$ cat config.mk
export PLATFORM = sky130hd
export DESIGN_NAME = aspi_core
export DESIGN_NICKNAME = d
export VERILOG_FILES = /design/src/design/aspi_pkg.sv /design/src/design/aspi_core.sv
export SDC_FILE = /design/constraint.sdc
export NUM_CORES = 1
export LEC_CHECK = 0
export BUFFER_PORTS_ARGS = -buffer_cell sky130_fd_sc_hd__buf_2
export CORE_MARGIN = 5
export CORE_UTILIZATION = 45
export CTS_CLUSTER_DIAMETER = 100
export DETAILED_ROUTE_END_ITERATION = 12
export SYNTH_ARGS = -nofsm -noshare
export SYNTH_HDL_FRONTEND = slang
export SYNTH_SLANG_ARGS = --single-unit
$ cat constraint.sdc
create_clock -name clock -period 9.95 [get_ports clock]
set_clock_uncertainty 0.2 [all_clocks]
set_input_delay 0.995 -clock clock [delete_from_list [all_inputs] [get_ports clock]]
set_output_delay 0.995 -clock clock [all_outputs]
set_load 0.05 [all_outputs]
$ cat src/design/aspi_pkg.sv
// Purpose: constants shared by the serial port design
// Assumes: 16-bit register words on a plain address/strobe port
// Notes: offsets are word indices on the register port
package aspi_pkg;
	localparam int ASPI_AW = 3;
	localparam logic [2:0] ASPI_OFS_MODE = 3'h0;
	localparam logic [2:0] ASPI_OFS_STAT = 3'h1;
	localparam logic [2:0] ASPI_OFS_TXD = 3'h2;
	localparam logic [2:0] ASPI_OFS_RXD = 3'h3;
	localparam logic [2:0] ASPI_OFS_DIV = 3'h4;
	// Mode register fields
	localparam int ASPI_M_EN = 15;
	localparam int ASPI_M_SIDL = 13;
	localparam int ASPI_M_INFRARED_CODEC_ENABLE = 12;
	localparam int ASPI_M_REQUEST_PIN_MODE = 11;
	localparam int ASPI_M_UEN = 8;
	localparam int ASPI_M_WAKE = 7;
	localparam int ASPI_M_LPBK = 6;
	localparam int ASPI_M_AUTO_RATE_MEASURE = 5;
	localparam int ASPI_M_RECEIVE_POLARITY_INVERT = 4;
	localparam int ASPI_M_HIGH_SPEED_RATE = 3;
	localparam int ASPI_M_FMT = 1;
	localparam int ASPI_M_STOP = 0;
	localparam logic [15:0] ASPI_MODE_WMASK = 16'hbbff;
	// Status register fields
	localparam int ASPI_S_TXIS1 = 15;
	localparam int ASPI_S_TXINV = 14;
	localparam int ASPI_S_TXIS0 = 13;
	localparam int ASPI_S_BRK = 11;
	localparam int ASPI_S_TXEN = 10;
	localparam int ASPI_S_RXIS = 6;
	localparam int ASPI_S_ADDRESS_DETECT_ENABLE = 5;
	localparam int ASPI_S_OVERRUN_ERROR = 1;
	// Encodings
	localparam logic [1:0] ASPI_FMT_9N = 2'h3;
	localparam logic [1:0] ASPI_FMT_8O = 2'h2;
	localparam logic [1:0] ASPI_FMT_8E = 2'h1;
	localparam logic [1:0] ASPI_FMT_8N = 2'h0;
	localparam logic [1:0] ASPI_UEN_BCLK = 2'h3;
	localparam logic [1:0] ASPI_UEN_CTSRTS = 2'h2;
	localparam logic [1:0] ASPI_UEN_RTS = 2'h1;
	localparam logic [1:0] ASPI_TXI_EMPTY = 2'h2;
	localparam logic [1:0] ASPI_TXI_DONE = 2'h1;
	localparam logic [1:0] ASPI_TXI_EACH = 2'h0;
	localparam logic [1:0] ASPI_RXI_FULL = 2'h3;
	localparam logic [1:0] ASPI_RXI_3Q = 2'h2;
	localparam logic [3:0] ASPI_OS_STD = 4'hf;
	localparam logic [3:0] ASPI_OS_HI = 4'h3;
	localparam logic [3:0] ASPI_IR_PULSE = 4'h3;
	localparam logic [15:0] ASPI_BRK_FRAME = 16'he000;
	localparam logic [4:0] ASPI_BRK_BITS = 5'h0e;
	localparam logic [2:0] ASPI_AB_EDGES = 3'h5;
	localparam logic [15:0] ASPI_RST_DIV = 16'h0000;
	typedef enum logic [0:0] {ASPI_RX_IDLE = 1'b0, ASPI_RX_BITS = 1'b1} aspi_rx_state_t;
endpackage

$ cat src/design/aspi_core.sv
// Purpose: full-duplex asynchronous serial port with infrared codec
// Assumes: all inputs synchronous to clock; one register access per strobe
// Notes: registers read one cycle after the read strobe
// Overview of operation
// - Infrared enable routes the pins through the built-in pulse encoder and decoder.
// - Port enable hands pins to the module per pin usage; clear means idle.
// - Stop-in-idle freezes the module while the device is in idle mode.
// - Request pin acts as simplex output when mode bit set, else flow control.
// - Pin usage picks which of CTS, RTS, rate clock are owned; transmit pin follows transmit enable.
// - Wake mode watches receive line: falling edge interrupts, rising edge clears wake.
// - Auto-rate measures the next 55h sync character then clears its own bit.
// - Receive inversion makes low the idle receive level.
// - Rate generator gives four ticks per bit in high speed, else sixteen.
// - Infrared codec only works in the sixteen-tick mode.
// - Format field selects nine bits, eight odd, eight even or eight plain.
// - Stop select adds a second stop bit to each transmitted data frame; break frames keep one stop bit.
// - Transmit interrupt fires per transfer, on buffer emptied, or all done.
// - Transmit inversion sets idle pin level, reversed when infrared is on.
// - Break request sends start, twelve zeros, stop, then clears itself.
// - Clearing transmit enable aborts, flushes the buffer and releases the pin.
// - Buffer full flags no room; shifter empty needs buffer empty too, resets one.
// - Receive interrupt fires at four, at three, or on every stored character.
// - Address detect in nine-bit mode keeps only characters with bit nine set.
// - Parity and framing flags describe the character at the receive head.
// - Overflow sets overrun; software clearing it flushes buffer and receive shifter.
// - Data available while buffer holds data; receiver idle shows no reception.
// - Both data buffers are four-entry first-in first-out queues.
// - Reading receive data advances the queue with its own error flags.
// - Writing the divisor clears the rate timer at once.
`timescale 1ns/1ps
module aspi_core import aspi_pkg::*; #(
	parameter int DEPTH = 4
) (
	input wire logic clock,
	input wire logic rst_n,
	input wire logic [ASPI_AW-1:0] reg_addr,
	input wire logic [15:0] reg_wdata,
	input wire logic reg_write,
	input wire logic reg_read,
	output logic [15:0] reg_rdata,
	input wire logic idle_mode,
	input wire logic sleep_mode,
	input wire logic serial_in_pin,
	input wire logic clear_to_send_pin_n,
	output logic serial_out_pin,
	output logic serial_out_own,
	output logic request_to_send_pin_n,
	output logic request_to_send_own,
	output logic rate_clock_out_pin,
	output logic tx_irq,
	output logic rx_irq,
	output logic wake_irq
);
	localparam int PW = $clog2(DEPTH);
	if (DEPTH < 4 || (1 << PW) != DEPTH) begin : g_depth_check
		$error("DEPTH must be a power of two, at least 4");
	end

	logic [15:0] mode_q, stat_q, div_q, brg_cnt_q, rdata_q;
	logic tick_q;
	logic [8:0] tx_mem [DEPTH];
	logic [10:0] rx_mem [DEPTH];
	logic [PW:0] tx_wp_q, tx_rp_q, rx_wp_q, rx_rp_q;
	logic tx_busy_q, tx_brk_frame_q, tx_line_q;
	logic [15:0] tx_sh_q;
	logic [4:0] tx_left_q;
	logic [3:0] tx_sub_q, rx_sub_q, ir_hold_q;
	aspi_rx_state_t rx_st_q;
	logic [3:0] rx_idx_q;
	logic [9:0] rx_sh_q;
	logic rx_q, rx_prev_q, wake_seen_q, overrun_error_q, brk_done;
	logic [2:0] ab_edges_q;
	logic [19:0] ab_cnt_q;

	wire en = mode_q[ASPI_M_EN];
	wire run = en && !(mode_q[ASPI_M_SIDL] && idle_mode);
	wire high_speed_rate = mode_q[ASPI_M_HIGH_SPEED_RATE];
	wire ir_on = mode_q[ASPI_M_INFRARED_CODEC_ENABLE] && !high_speed_rate;
	wire [1:0] uen = mode_q[ASPI_M_UEN+:2];
	wire [1:0] fmt = mode_q[ASPI_M_FMT+:2];
	wire auto_rate_measure = mode_q[ASPI_M_AUTO_RATE_MEASURE];
	wire [3:0] os_last = high_speed_rate ? ASPI_OS_HI : ASPI_OS_STD;
	wire txen = stat_q[ASPI_S_TXEN];
	wire [1:0] txisel = {stat_q[ASPI_S_TXIS1], stat_q[ASPI_S_TXIS0]};
	wire [1:0] rxisel = stat_q[ASPI_S_RXIS+:2];

	wire wr_mode = reg_write && reg_addr == ASPI_OFS_MODE;
	wire wr_stat = reg_write && reg_addr == ASPI_OFS_STAT;
	wire wr_txd = reg_write && reg_addr == ASPI_OFS_TXD;
	wire wr_div = reg_write && reg_addr == ASPI_OFS_DIV;
	wire rd_rxd = reg_read && reg_addr == ASPI_OFS_RXD;

	// FIFO levels
	wire [PW:0] tx_cnt = tx_wp_q - tx_rp_q;
	wire [PW:0] rx_cnt = rx_wp_q - rx_rp_q;
	wire tx_full = tx_cnt == (PW+1)'(DEPTH);
	wire tx_empty = tx_cnt == '0;
	wire rx_full = rx_cnt == (PW+1)'(DEPTH);
	wire rx_avail = rx_cnt != '0;
	wire shifter_empty = !tx_busy_q && tx_empty;
	wire [10:0] rx_head = rx_mem[rx_rp_q[PW-1:0]];

	// Software clears overrun by writing zero; a new overflow in that cycle wins
	wire overrun_error_clr = wr_stat && !reg_wdata[ASPI_S_OVERRUN_ERROR] && overrun_error_q;
	logic rx_push, rx_drop;
	wire rx_flush = !en || (overrun_error_clr && !rx_drop);
	wire tx_flush = !en || (wr_stat && !reg_wdata[ASPI_S_TXEN] && txen);

	// Rate generator
	always_ff @(posedge clock or negedge rst_n) begin
		if (!rst_n) begin
			brg_cnt_q <= '0;
			tick_q <= 1'b0;
		end else if (wr_div || !run) begin
			brg_cnt_q <= '0;
			tick_q <= 1'b0;
		end else begin
			tick_q <= brg_cnt_q == div_q;
			brg_cnt_q <= (brg_cnt_q == div_q) ? '0 : brg_cnt_q + 16'h0001;
		end
	end

	// Auto-rate: 55h gives five falling edges spanning eight bit times
	wire [19:0] ab_shift = high_speed_rate ? (ab_cnt_q >> 5) : (ab_cnt_q >> 7);
	wire ab_done = auto_rate_measure && ab_edges_q == ASPI_AB_EDGES - 3'h1 && rx_prev_q && !rx_q;
	always_ff @(posedge clock or negedge rst_n) begin
		if (!rst_n) begin
			ab_edges_q <= '0;
			ab_cnt_q <= '0;
		end else if (!auto_rate_measure || !run) begin
			ab_edges_q <= '0;
			ab_cnt_q <= '0;
		end else begin
			if (rx_prev_q && !rx_q) ab_edges_q <= ab_edges_q + 3'h1;
			// Count from the first edge itself so eight bit times come out whole
			if (ab_edges_q != '0 || (rx_prev_q && !rx_q)) ab_cnt_q <= ab_cnt_q + 20'h00001;
		end
	end

	always_ff @(posedge clock or negedge rst_n) begin
		if (!rst_n) div_q <= ASPI_RST_DIV;
		else if (wr_div) div_q <= reg_wdata;
		else if (ab_done) div_q <= ab_shift[15:0] - 16'h0001;
	end

	// Mode register; hardware clears wake and auto-rate
	always_ff @(posedge clock or negedge rst_n) begin
		if (!rst_n) begin
			mode_q <= '0;
			wake_seen_q <= 1'b0;
		end else begin
			if (wr_mode) mode_q <= reg_wdata & ASPI_MODE_WMASK;
			if (ab_done) mode_q[ASPI_M_AUTO_RATE_MEASURE] <= 1'b0;
			if (!(mode_q[ASPI_M_WAKE] && sleep_mode)) wake_seen_q <= 1'b0;
			else if (rx_prev_q && !rx_q) wake_seen_q <= 1'b1;
			else if (wake_seen_q && !rx_prev_q && rx_q) mode_q[ASPI_M_WAKE] <= 1'b0;
		end
	end

	// Status control bits; break request cleared when its frame ends
	always_ff @(posedge clock or negedge rst_n) begin
		if (!rst_n) begin
			stat_q <= '0;
			overrun_error_q <= 1'b0;
		end else begin
			if (wr_stat) stat_q <= {reg_wdata[15:13], 1'b0, reg_wdata[11:10], 2'h0,
				reg_wdata[7:5], 5'h00};
			if (brk_done) stat_q[ASPI_S_BRK] <= 1'b0;
			if (rx_drop) overrun_error_q <= 1'b1;
			else if (overrun_error_clr || !en) overrun_error_q <= 1'b0;
		end
	end

	// Transmit FIFO
	wire tx_push = wr_txd && en && !tx_full;
	wire cts_ok = uen != ASPI_UEN_CTSRTS || !clear_to_send_pin_n;
	wire tx_load = tick_q && txen && !tx_busy_q && !tx_empty && cts_ok && !tx_flush;
	wire [8:0] tx_head = tx_mem[tx_rp_q[PW-1:0]];
	always_ff @(posedge clock) begin
		if (tx_push) tx_mem[tx_wp_q[PW-1:0]] <= reg_wdata[8:0];
	end
	always_ff @(posedge clock or negedge rst_n) begin
		if (!rst_n) begin
			tx_wp_q <= '0;
			tx_rp_q <= '0;
		end else if (tx_flush) begin
			tx_wp_q <= '0;
			tx_rp_q <= '0;
		end else begin
			if (tx_push) tx_wp_q <= tx_wp_q + 1'b1;
			if (tx_load) tx_rp_q <= tx_rp_q + 1'b1;
		end
	end

	// Transmit shifter: frame built with ones above so stop bits shift in free
	logic tx_nine;
	always_comb begin
		unique case (fmt)
			ASPI_FMT_9N: tx_nine = tx_head[8];
			ASPI_FMT_8O: tx_nine = ~^tx_head[7:0];
			ASPI_FMT_8E: tx_nine = ^tx_head[7:0];
			ASPI_FMT_8N: tx_nine = 1'b1;
		endcase
	end
	wire [4:0] tx_bits = 5'h0a + ((fmt != ASPI_FMT_8N) ? 5'h01 : 5'h00)
		+ (mode_q[ASPI_M_STOP] ? 5'h01 : 5'h00);
	wire tx_bit_end = tx_busy_q && tick_q && tx_sub_q == os_last;
	assign brk_done = tx_bit_end && tx_left_q == 5'h01 && tx_brk_frame_q;
	always_ff @(posedge clock or negedge rst_n) begin
		if (!rst_n) begin
			tx_busy_q <= 1'b0;
			tx_brk_frame_q <= 1'b0;
			tx_sh_q <= '1;
			tx_left_q <= '0;
			tx_sub_q <= '0;
		end else if (tx_flush) begin
			tx_busy_q <= 1'b0;
			tx_sh_q <= '1;
			tx_sub_q <= '0;
		end else if (tx_load) begin
			tx_busy_q <= 1'b1;
			tx_sub_q <= '0;
			tx_brk_frame_q <= stat_q[ASPI_S_BRK];
			if (stat_q[ASPI_S_BRK]) begin
				tx_sh_q <= ASPI_BRK_FRAME;
				tx_left_q <= ASPI_BRK_BITS;
			end else begin
				tx_sh_q <= {6'h3f, tx_nine, tx_head[7:0], 1'b0};
				tx_left_q <= tx_bits;
			end
		end else if (tx_busy_q && tick_q) begin
			tx_sub_q <= tx_sub_q + 4'h1;
			if (tx_sub_q == os_last) begin
				tx_sub_q <= '0;
				tx_sh_q <= {1'b1, tx_sh_q[15:1]};
				tx_left_q <= tx_left_q - 5'h01;
				if (tx_left_q == 5'h01) tx_busy_q <= 1'b0;
			end
		end
	end

	// Pin drive; infrared zero is a short pulse at bit start
	wire tx_logic = tx_busy_q ? tx_sh_q[0] : 1'b1;
	wire tx_ir = !tx_logic && tx_sub_q < ASPI_IR_PULSE && tx_busy_q;
	wire tx_inv = stat_q[ASPI_S_TXINV];
	always_ff @(posedge clock or negedge rst_n) begin
		if (!rst_n) begin
			tx_line_q <= 1'b1;
			serial_out_pin <= 1'b1;
			serial_out_own <= 1'b0;
			request_to_send_pin_n <= 1'b1;
			request_to_send_own <= 1'b0;
			rate_clock_out_pin <= 1'b0;
		end else begin
			tx_line_q <= tx_logic;
			serial_out_pin <= ir_on ? (tx_ir ^ tx_inv) : (tx_logic ^ tx_inv);
			serial_out_own <= en && txen;
			request_to_send_own <= en && (uen == ASPI_UEN_RTS || uen == ASPI_UEN_CTSRTS);
			// Simplex asserts while sending; flow control while room remains
			request_to_send_pin_n <= mode_q[ASPI_M_REQUEST_PIN_MODE] ? shifter_empty : rx_full;
			rate_clock_out_pin <= en && uen == ASPI_UEN_BCLK && tick_q;
		end
	end

	// Transmit events
	always_ff @(posedge clock or negedge rst_n) begin
		if (!rst_n) tx_irq <= 1'b0;
		else begin
			unique case (txisel)
				ASPI_TXI_EACH: tx_irq <= tx_load;
				ASPI_TXI_EMPTY: tx_irq <= tx_load && tx_cnt == (PW+1)'(1);
				ASPI_TXI_DONE: tx_irq <= tx_bit_end && tx_left_q == 5'h01 && tx_empty;
				default: tx_irq <= 1'b0;
			endcase
		end
	end

	// Receive line: inversion, loopback and infrared pulse stretching
	wire rx_raw = (mode_q[ASPI_M_LPBK] ? tx_line_q : serial_in_pin) ^ mode_q[ASPI_M_RECEIVE_POLARITY_INVERT];
	always_ff @(posedge clock or negedge rst_n) begin
		if (!rst_n) begin
			ir_hold_q <= '0;
			rx_q <= 1'b1;
			rx_prev_q <= 1'b1;
		end else begin
			// A low pulse starting by mid-bit marks that bit zero
			if (ir_on && !rx_raw) ir_hold_q <= os_last;
			else if (tick_q && ir_hold_q != '0) ir_hold_q <= ir_hold_q - 4'h1;
			rx_q <= ir_on ? (rx_raw && ir_hold_q == '0) : rx_raw;
			rx_prev_q <= rx_q;
		end
	end

	// Receiver
	wire [3:0] rx_last = (fmt == ASPI_FMT_8N) ? 4'h9 : 4'ha;
	wire rx_sample = rx_st_q == ASPI_RX_BITS && tick_q && rx_sub_q == '0;
	wire rx_stop = rx_sample && rx_idx_q == rx_last;
	logic rx_parity_error;
	always_comb begin
		unique case (fmt)
			ASPI_FMT_8E: rx_parity_error = ^rx_sh_q[9:1];
			ASPI_FMT_8O: rx_parity_error = ~^rx_sh_q[9:1];
			default: rx_parity_error = 1'b0;
		endcase
	end
	wire rx_keep = !(stat_q[ASPI_S_ADDRESS_DETECT_ENABLE] && fmt == ASPI_FMT_9N && !rx_sh_q[9]);
	assign rx_push = rx_stop && rx_keep && !rx_full && !rx_flush;
	assign rx_drop = rx_stop && rx_keep && rx_full;
	always_ff @(posedge clock or negedge rst_n) begin
		if (!rst_n) begin
			rx_st_q <= ASPI_RX_IDLE;
			rx_sub_q <= '0;
			rx_idx_q <= '0;
			rx_sh_q <= '0;
		end else if (rx_flush || !run || auto_rate_measure) begin
			rx_st_q <= ASPI_RX_IDLE;
		end else unique case (rx_st_q)
			ASPI_RX_IDLE: if (tick_q && !rx_q) begin
				rx_st_q <= ASPI_RX_BITS;
				rx_sub_q <= os_last >> 1;
				rx_idx_q <= '0;
			end
			ASPI_RX_BITS: if (tick_q) begin
				rx_sub_q <= rx_sub_q - 4'h1;
				if (rx_sub_q == '0) begin
					rx_sub_q <= os_last;
					rx_idx_q <= rx_idx_q + 4'h1;
					if (rx_idx_q != rx_last) rx_sh_q[rx_idx_q] <= rx_q;
					// A start bit gone high by mid-bit was noise
					if ((rx_idx_q == '0 && rx_q) || rx_stop) rx_st_q <= ASPI_RX_IDLE;
				end
			end
		endcase
	end

	// Receive FIFO holds data with its own error flags
	// Bit 8 is data only in nine-bit format; otherwise it is stored as zero
	wire rx_bit8 = fmt == ASPI_FMT_9N && rx_sh_q[9];
	always_ff @(posedge clock) begin
		if (rx_push) rx_mem[rx_wp_q[PW-1:0]] <= {!rx_q, rx_parity_error, rx_bit8, rx_sh_q[8:1]};
	end
	wire rx_pop = rd_rxd && rx_avail;
	wire [PW:0] rx_cnt_new = rx_cnt + (PW+1)'(1);
	always_ff @(posedge clock or negedge rst_n) begin
		if (!rst_n) begin
			rx_wp_q <= '0;
			rx_rp_q <= '0;
			rx_irq <= 1'b0;
		end else begin
			if (rx_flush) begin
				rx_wp_q <= '0;
				rx_rp_q <= '0;
			end else begin
				if (rx_push) rx_wp_q <= rx_wp_q + 1'b1;
				if (rx_pop) rx_rp_q <= rx_rp_q + 1'b1;
			end
			unique case (rxisel)
				ASPI_RXI_FULL: rx_irq <= rx_push && rx_cnt_new == (PW+1)'(4);
				ASPI_RXI_3Q: rx_irq <= rx_push && rx_cnt_new == (PW+1)'(3);
				default: rx_irq <= rx_push;
			endcase
		end
	end

	always_ff @(posedge clock or negedge rst_n) begin
		if (!rst_n) wake_irq <= 1'b0;
		else wake_irq <= mode_q[ASPI_M_WAKE] && sleep_mode && rx_prev_q && !rx_q;
	end

	// Register reads; unmapped and write-only words read zero
	wire receiver_idle = rx_st_q == ASPI_RX_IDLE;
	always_ff @(posedge clock or negedge rst_n) begin
		if (!rst_n) rdata_q <= '0;
		else if (reg_read) begin
			unique case (reg_addr)
				ASPI_OFS_MODE: rdata_q <= mode_q;
				ASPI_OFS_STAT: rdata_q <= {stat_q[15:10], tx_full, shifter_empty, stat_q[7:5],
					receiver_idle, rx_avail && rx_head[9], rx_avail && rx_head[10], overrun_error_q, rx_avail};
				ASPI_OFS_RXD: rdata_q <= rx_avail ? {7'h00, rx_head[8:0]} : '0;
				ASPI_OFS_DIV: rdata_q <= div_q;
				default: rdata_q <= '0;
			endcase
		end
	end
	assign reg_rdata = rdata_q;
endmodule

==> results.sh, run 1 <==
export IMPL_post_route_util_pct=50.8
export IMPL_grt_pass1_wl_um=47200
export IMPL_grt_overflow=0
export IMPL_pwr_share_clk_pct=42.7
export IMPL_power_frac_seq_pct=44.9
export IMPL_r2r_slack_ns=6.23
export IMPL_min_period_over_period_pct=37.3
export IMPL_p_comb_share_pct=12.4
export IMPL_crit_end="rx_mem[3][0]$_DFFE_PP_"
export IMPL_core_area_um2=27600
export IMPL_dp_slack_ns=6.17
export IMPL_hold_viol=0
export IMPL_die_area_um2=31200
export IMPL_clkLatencyLatePin_ns=0.54
export IMPL_cts_tree="built"
export IMPL_post_cts_buffers=0
export IMPL_slew_violations=0
export IMPL_timing_final_ws_setup_ns=6.23
export IMPL_via_count=8470
export IMPL_dp_cells=1474
export IMPL_syn_cell_area_um2=12500
export IMPL_first_global_vias=8365
export IMPL_tns_ns=0
export IMPL_synth_top_area_cell="dfrtp_1"
export IMPL_yosys_warnings=0
export IMPL_rsz0062_at_grt="false"
export IMPL_synth_edf_count=80
export IMPL_h_tree_depth=1
export IMPL_numCtsBuffers=28
export IMPL_endpoint_kind="register"
export IMPL_p_sw_share_pct=27.2
export IMPL_ys_ff_latch=245
export IMPL_grt_max_degree=93
export IMPL_synthToLayoutAreaGrowth_pct=12.2
export IMPL_r2r_cells=7
export IMPL_crit_path_start_kind="register"
export IMPL_cts_resized=0
export IMPL_syn_area_per_cell_um2=11.3
export IMPL_antenna_found_initial=0
export IMPL_clk_pin_slew_ns=0.06
export IMPL_pin_count=51
export IMPL_min_delay_path_class="register to register"
export IMPL_fillers=2420
export IMPL_wl_per_cell_um=19.3
export IMPL_root_buffer="clkbuf_16"
export IMPL_p_switching_mw=0.709
export IMPL_clockBufferDepth=3
export IMPL_ys_flop_type="dfrtp_1"
export IMPL_placed_area_um2=13000
export IMPL_dp_hpwl_um=20800
export IMPL_critPathRequiredTime_ns=9.91
export IMPL_drc_errors=0
export IMPL_ir_drop_mv=0.129
export IMPL_fin_area_um2=14000
export IMPL_stdcell_count=1526
export IMPL_place_congestion=0.811
export IMPL_drtIter0Drc=775
export IMPL_drive_gt1_share_pct=16.8
export IMPL_fin_crit_ns=3.72
export IMPL_worstPathMaxFanout=14
export IMPL_drv_cap=0
export IMPL_synth_top_area_share_pct=29.5
export IMPL_p_leak_nw=5.62
export IMPL_synth_cell_types=83
export IMPL_r2r_start="rx_rp_q[0]$_DFFE_PN0P_"
export IMPL_power_density_nw_per_um2=187
export IMPL_wl_um=29400
export IMPL_path_class="register to register"
export IMPL_relSlewSlack_pct=26.5
export IMPL_ctsHoldBuffers=0
export IMPL_setup_viol=0
export IMPL_row_count=61
export IMPL_final_nets=1187
export IMPL_holdPathStages=1
export IMPL_viasPerCell=5.55
export IMPL_numClockSinks=245
export IMPL_worst_ep_arrival_time_ns=3.68
export IMPL_syn_inst=1101
export IMPL_syn_nets=1162
export IMPL_synth_area_leaders="dfrtp_1 29%, edfxtp_1 19%, dfstp_2 3.8%"
export IMPL_max_freq_mhz=269
export IMPL_die_w_um=177
export IMPL_drtAntennaViolNets=0
export IMPL_whs_ns=0.248
export IMPL_grtUsageTotal_pct=19.1
export IMPL_crit_start="rx_rp_q[0]$_DFFE_PN0P_"
export IMPL_outcome="finished, final reports clean"
export IMPL_ys_seq_area_share_pct=52.5
export IMPL_rr_endpoint="rx_mem[3][0]$_DFFE_PP_"
export IMPL_p_int_mw=1.90
export IMPL_die_y_um=177
export IMPL_antenna_cells=0
export IMPL_initial_core_util_pct=45.3
export IMPL_p_total_mw=2.61
export IMPL_io_buffers=50
export IMPL_async_flop_share_pct=67.3
export IMPL_drtPass1Iterations=5
export IMPL_worst_pin_slew_ns=1.10
synthesized netlist by cell type (4+ instances only):
| master | n |
|---|---|
| nor3_1 | 22 |
| clkbuf_1 | 29 |
| dfstp_2 | 18 |
| buf_2 | 24 |
| nand4b_1 | 6 |
| nand2_1 | 75 |
| nand3_1 | 25 |
| a31oi_1 | 19 |
| o22ai_1 | 18 |
| o31ai_1 | 4 |
| inv_1 | 49 |
| a21oi_1 | 60 |
| dfrtp_1 | 147 |
| mux2_2 | 24 |
| nand4_1 | 10 |
| and3_1 | 9 |
| edfxtp_1 | 80 |
| nor4_1 | 7 |
| o211ai_1 | 12 |
| nor2_1 | 105 |
| or3b_1 | 4 |
| o21ai_0 | 29 |
| mux4_2 | 20 |
| o21ai_1 | 14 |
| and4_1 | 4 |
| ha_1 | 32 |
| nor2b_1 | 8 |
| or3_1 | 16 |
| mux2i_1 | 42 |
| mux2_1 | 9 |
| and2_1 | 10 |
| xor2_1 | 37 |
| a22oi_1 | 5 |
| nand3b_1 | 14 |
| nand2b_1 | 11 |
| xnor2_1 | 40 |
layer usage:
layer / share of wire (%) / GRT usage [%] / wire length, µm
met5: 0 / 0 / 0
met4: 2.9 / 6.03 / 844
met3: 4.7 / 2.40 / 1380
met2: 46 / 29.6 / 13400
met1: 47 / 28.0 / 13800
cell type report:
| class | count | area, µm² | area share (%) |
|---|---|---|---|
| inverter | 49 | 184 | 1.31 |
| timing repair buffer | 56 | 302 | 2.15 |
| multi-input combinational | 746 | 5480 | 39.1 |
| clock inverter | 21 | 267 | 1.90 |
| clock buffer | 31 | 743 | 5.31 |
| tap | 378 | 473 | 3.38 |
| sequential | 245 | 6550 | 46.8 |
power groups by stage:
stage | Combinational (mW) | Clock [mW] | Sequential, mW
2_1_floorplan | 0.210 | 0 | 1.18
3_3_place_gp | 0.321 | 0 | 1.19
3_5_place_dp | 0.326 | 0 | 1.19
4_1_cts | 0.327 | 1.14 | 1.17
5_1_grt | 0.357 | 1.18 | 1.18
6_report | 0.324 | 1.12 | 1.17
placed cells by master, fill, tap and decap left out, types with 32 or more instances in the layout:
master    Yosys  layout
inv_1        49      49
mux2i_1      42      42
xnor2_1      40      40
dfrtp_1     147     147
a21oi_1      60      59
edfxtp_1     80      80
buf_2        24      49
ha_1         32      32
nand2_1      75      75
xor2_1       37      37
nor2_1      105     105
registers in the layout, indices dropped and copies added (netlist names), 13 cells and up:
| register | flops |
|---|---|
| div_q | 16 |
| ab_cnt_q | 20 |
| rx_mem | 44 |
| tx_sh_q | 13 |
| brg_cnt_q | 16 |
| mode_q | 14 |
| reg_rdata | 16 |
| tx_mem | 36 |
worst min-delay path by stage:
| stage | startpoint | endpoint | slack (ns) |
|---|---|---|---|
| 6_report | tx_brk_frame_q$_DFFE_PN0P_ | stat_q[11]$_DFFE_PN0P_ | 0.25 |
| 5_1_grt | tx_brk_frame_q$_DFFE_PN0P_ | stat_q[11]$_DFFE_PN0P_ | 0.27 |
| 4_1_cts | tx_brk_frame_q$_DFFE_PN0P_ | stat_q[11]$_DFFE_PN0P_ | 0.24 |
| 3_5_place_dp | tx_brk_frame_q$_DFFE_PN0P_ | stat_q[11]$_DFFE_PN0P_ | 0.23 |
| 3_3_place_gp | tx_brk_frame_q$_DFFE_PN0P_ | stat_q[11]$_DFFE_PN0P_ | 0.22 |
| 2_1_floorplan | rx_q$_DFF_PN1_ | rx_prev_q$_DFF_PN1_ | 0.16 |
cell families (layout without fill, tap and decap cells):
logic type | after synthesis | after routing | share of synthesized area (%)
AO/OA/AOI/OAI | 189 | 189 | 9.64
XOR/XNOR | 79 | 79 | 5.77
AND/OR/NAND/NOR | 349 | 349 | 14.8
flip-flops | 245 | 245 | 52.5
multiplexers | 95 | 95 | 9.96
adder cells (fa/ha/maj) | 34 | 34 | 3.53
buffers and inverters | 110 | 157 | 3.77
critical path, stage by stage, from the launching register on:
cell and delay, ns:
dfrtp_1 0.65, ha_1 0.35, fa_1 0.50, ha_1 0.25
nand3b_4 0.11, nor4_4 0.24, o21ai_1 0.29, nor2_1 0.76
Note: power is estimated with default switching activity, not from simulation.
==> run 2: changes to the inputs <==
==> constraint.sdc (replaced) <==
create_clock -name clock -period 3.4 [get_ports clock]
set_clock_uncertainty 0.2 [all_clocks]
set_input_delay 0.34 -clock clock [delete_from_list [all_inputs] [get_ports clock]]
set_output_delay 0.34 -clock clock [all_outputs]
set_load 0.05 [all_outputs]
==> results.sh, run 2 (synthesis results as in run 1) <==
export IMPL_outcome="finished, final reports clean"
export IMPL_cts_resized=0
export IMPL_place_congestion=0.795
export IMPL_worst_pin_slew_ns=0.797
export IMPL_synthToLayoutAreaGrowth_pct=15.4
export IMPL_cts_tree="built"
export IMPL_mostFrequentLayoutCell="dfrtp_1"
export IMPL_fin_crit_ns=3.15
export IMPL_wl_um=30200
export IMPL_antenna_found_initial=1
export IMPL_die_w_um=177
export IMPL_path_class="register to register"
export IMPL_slew_violations=0
export IMPL_grt_max_degree=77
export IMPL_row_count=61
export IMPL_dp_hpwl_um=21500
export IMPL_min_period_over_period_pct=92.6
export IMPL_die_area_um2=31200
export IMPL_root_buffer="clkbuf_16"
export IMPL_drive_gt1_share_pct=18.4
export IMPL_crit_path_start_kind="register"
export IMPL_relSlewSlack_pct=46.8
export IMPL_wl_per_cell_um=19.2
export IMPL_drtPass1Iterations=7
export IMPL_max_freq_mhz=318
export IMPL_holdPathStages=3
export IMPL_drtAntennaViolNets=0
export IMPL_drc_errors=0
export IMPL_clk_pin_slew_ns=0.06
export IMPL_fin_area_um2=14400
export IMPL_core_area_um2=27600
export IMPL_grt_overflow=0
export IMPL_h_tree_depth=1
export IMPL_numCtsBuffers=29
export IMPL_whs_endpoint="reg_rdata[7]$_DFFE_PN0P_"
export IMPL_grt_pass1_wl_um=48600
export IMPL_placed_area_um2=13200
export IMPL_min_delay_path_class="input pin to register"
export IMPL_io_buffers=50
export IMPL_r2r_slack_ns=0.25
export IMPL_worst_ep_arrival_time_ns=3.15
export IMPL_clkLatencyLatePin_ns=0.56
export IMPL_rr_endpoint="rx_mem[2][5]$_DFFE_PP_"
export IMPL_rsz0062_at_grt="false"
export IMPL_r2r_start="rx_wp_q[0]$_DFFE_PN0P_"
export IMPL_post_route_util_pct=52.3
export IMPL_dp_cells=1499
export IMPL_clockBufferDepth=3
export IMPL_p_leak_nw=5.85
export IMPL_initial_core_util_pct=45.3
export IMPL_grtUsageTotal_pct=19.5
export IMPL_largest_register_ffs=44
export IMPL_fillers=2422
export IMPL_drtIter0Drc=513
export IMPL_ctsHoldBuffers=20
export IMPL_via_count=8570
export IMPL_stdcell_count=1574
export IMPL_worstPathMaxFanout=11
export IMPL_numClockSinks=245
export IMPL_hold_viol=0
export IMPL_viasPerCell=5.44
export IMPL_pin_count=51
export IMPL_critPathRequiredTime_ns=3.40
export IMPL_tns_ns=0
export IMPL_final_nets=1233
export IMPL_power_density_nw_per_um2=530
export IMPL_hold_start="reg_addr[1]"
export IMPL_r2r_cells=9
export IMPL_p_total_mw=7.63
export IMPL_post_cts_buffers=0
export IMPL_mostFrequentLayoutCells="147 x dfrtp_1, 105 x nor2_1, 80 x edfxtp_1, 75 x nand2_1, 59 x a21oi_1"
export IMPL_endpoint_kind="register"
export IMPL_ir_drop_mv=0.397
export IMPL_setup_viol=0
export IMPL_drv_cap=0
export IMPL_first_global_vias=8571
export IMPL_die_y_um=177
-- run 2: cell types whose count changed in the layout (fill, tap and decap cells not counted), moves of 3 or more --
cell,change
buf_4,+23
clkbuf_8,+3
clkinv_2,+5
clkinv_4,-3
dlygate4sd3_1,+20
-- run 2: metrics by stage --
step                      hold slack, ns  setup WS (ns)
after global routing              0.0645         0.0801
after global placement             0.232          0.365
final                             0.0775          0.252
after detailed placement           0.233          0.261
after floorplan                   -0.156          0.261
after CTS                         0.0502          0.244
-- run 2: per-layer routing --
metal  up-vias  GRT usage, %  part of all wire, %
met3        32          2.38                  4.4
met4         0          4.55                  1.8
met2       171          31.0                   47
li1       4104             -                    -
met1      4263          28.9                   47
met5         -             0                    0
-- run 2: layout make-up --
type / instances / area (µm²) / area share [%]
inverters: 49 / 184 / 1.28
diodes: 1 / 2.50 / 0.0174
clock buffers: 36 / 792 / 5.50
flip-flops and latches: 245 / 6550 / 45.5
multi-input cells: 746 / 5480 / 38.0
clock inverters: 18 / 206 / 1.43
well taps: 378 / 473 / 3.28
repair buffers: 101 / 714 / 4.96
-- run 2: how the worst max path moves through the flow --
stage          slack [ns]  depth (start not counted)                     end                    from
2_1_floorplan        0.26                         11   div_q[10]$_DFFE_PN0P_   mode_q[3]$_DFFE_PN0P_
5_1_grt              0.08                          9  rx_mem[2][5]$_DFFE_PP_  rx_wp_q[0]$_DFFE_PN0P_
3_3_place_gp         0.36                          9  rx_mem[2][5]$_DFFE_PP_  rx_wp_q[0]$_DFFE_PN0P_
4_1_cts              0.24                          9  rx_mem[2][3]$_DFFE_PP_  rx_wp_q[0]$_DFFE_PN0P_
3_5_place_dp         0.26                          9  rx_mem[2][3]$_DFFE_PP_  rx_wp_q[0]$_DFFE_PN0P_
6_report             0.25                          9  rx_mem[2][5]$_DFFE_PP_  rx_wp_q[0]$_DFFE_PN0P_
-- run 2: power breakdown --
group | internal, mW | leakage [nW] | switching (mW)
sequential | 3.21 | 2.91 | 0.209
clock | 1.96 | 0.499 | 1.24
combinational | 0.380 | 2.45 | 0.630
total | 5.55 | 5.85 | 2.08
-- run 2: critical path, stage by stage, from the launching register on --
cell and delay [ns]:
dfrtp_1 0.38, inv_1 0.11, ha_1 0.22, fa_1 0.52
ha_1 0.26, nand3b_4 0.11, nor4_4 0.24, o21ai_1 0.12
nor2_1 0.19, and2_1 0.44
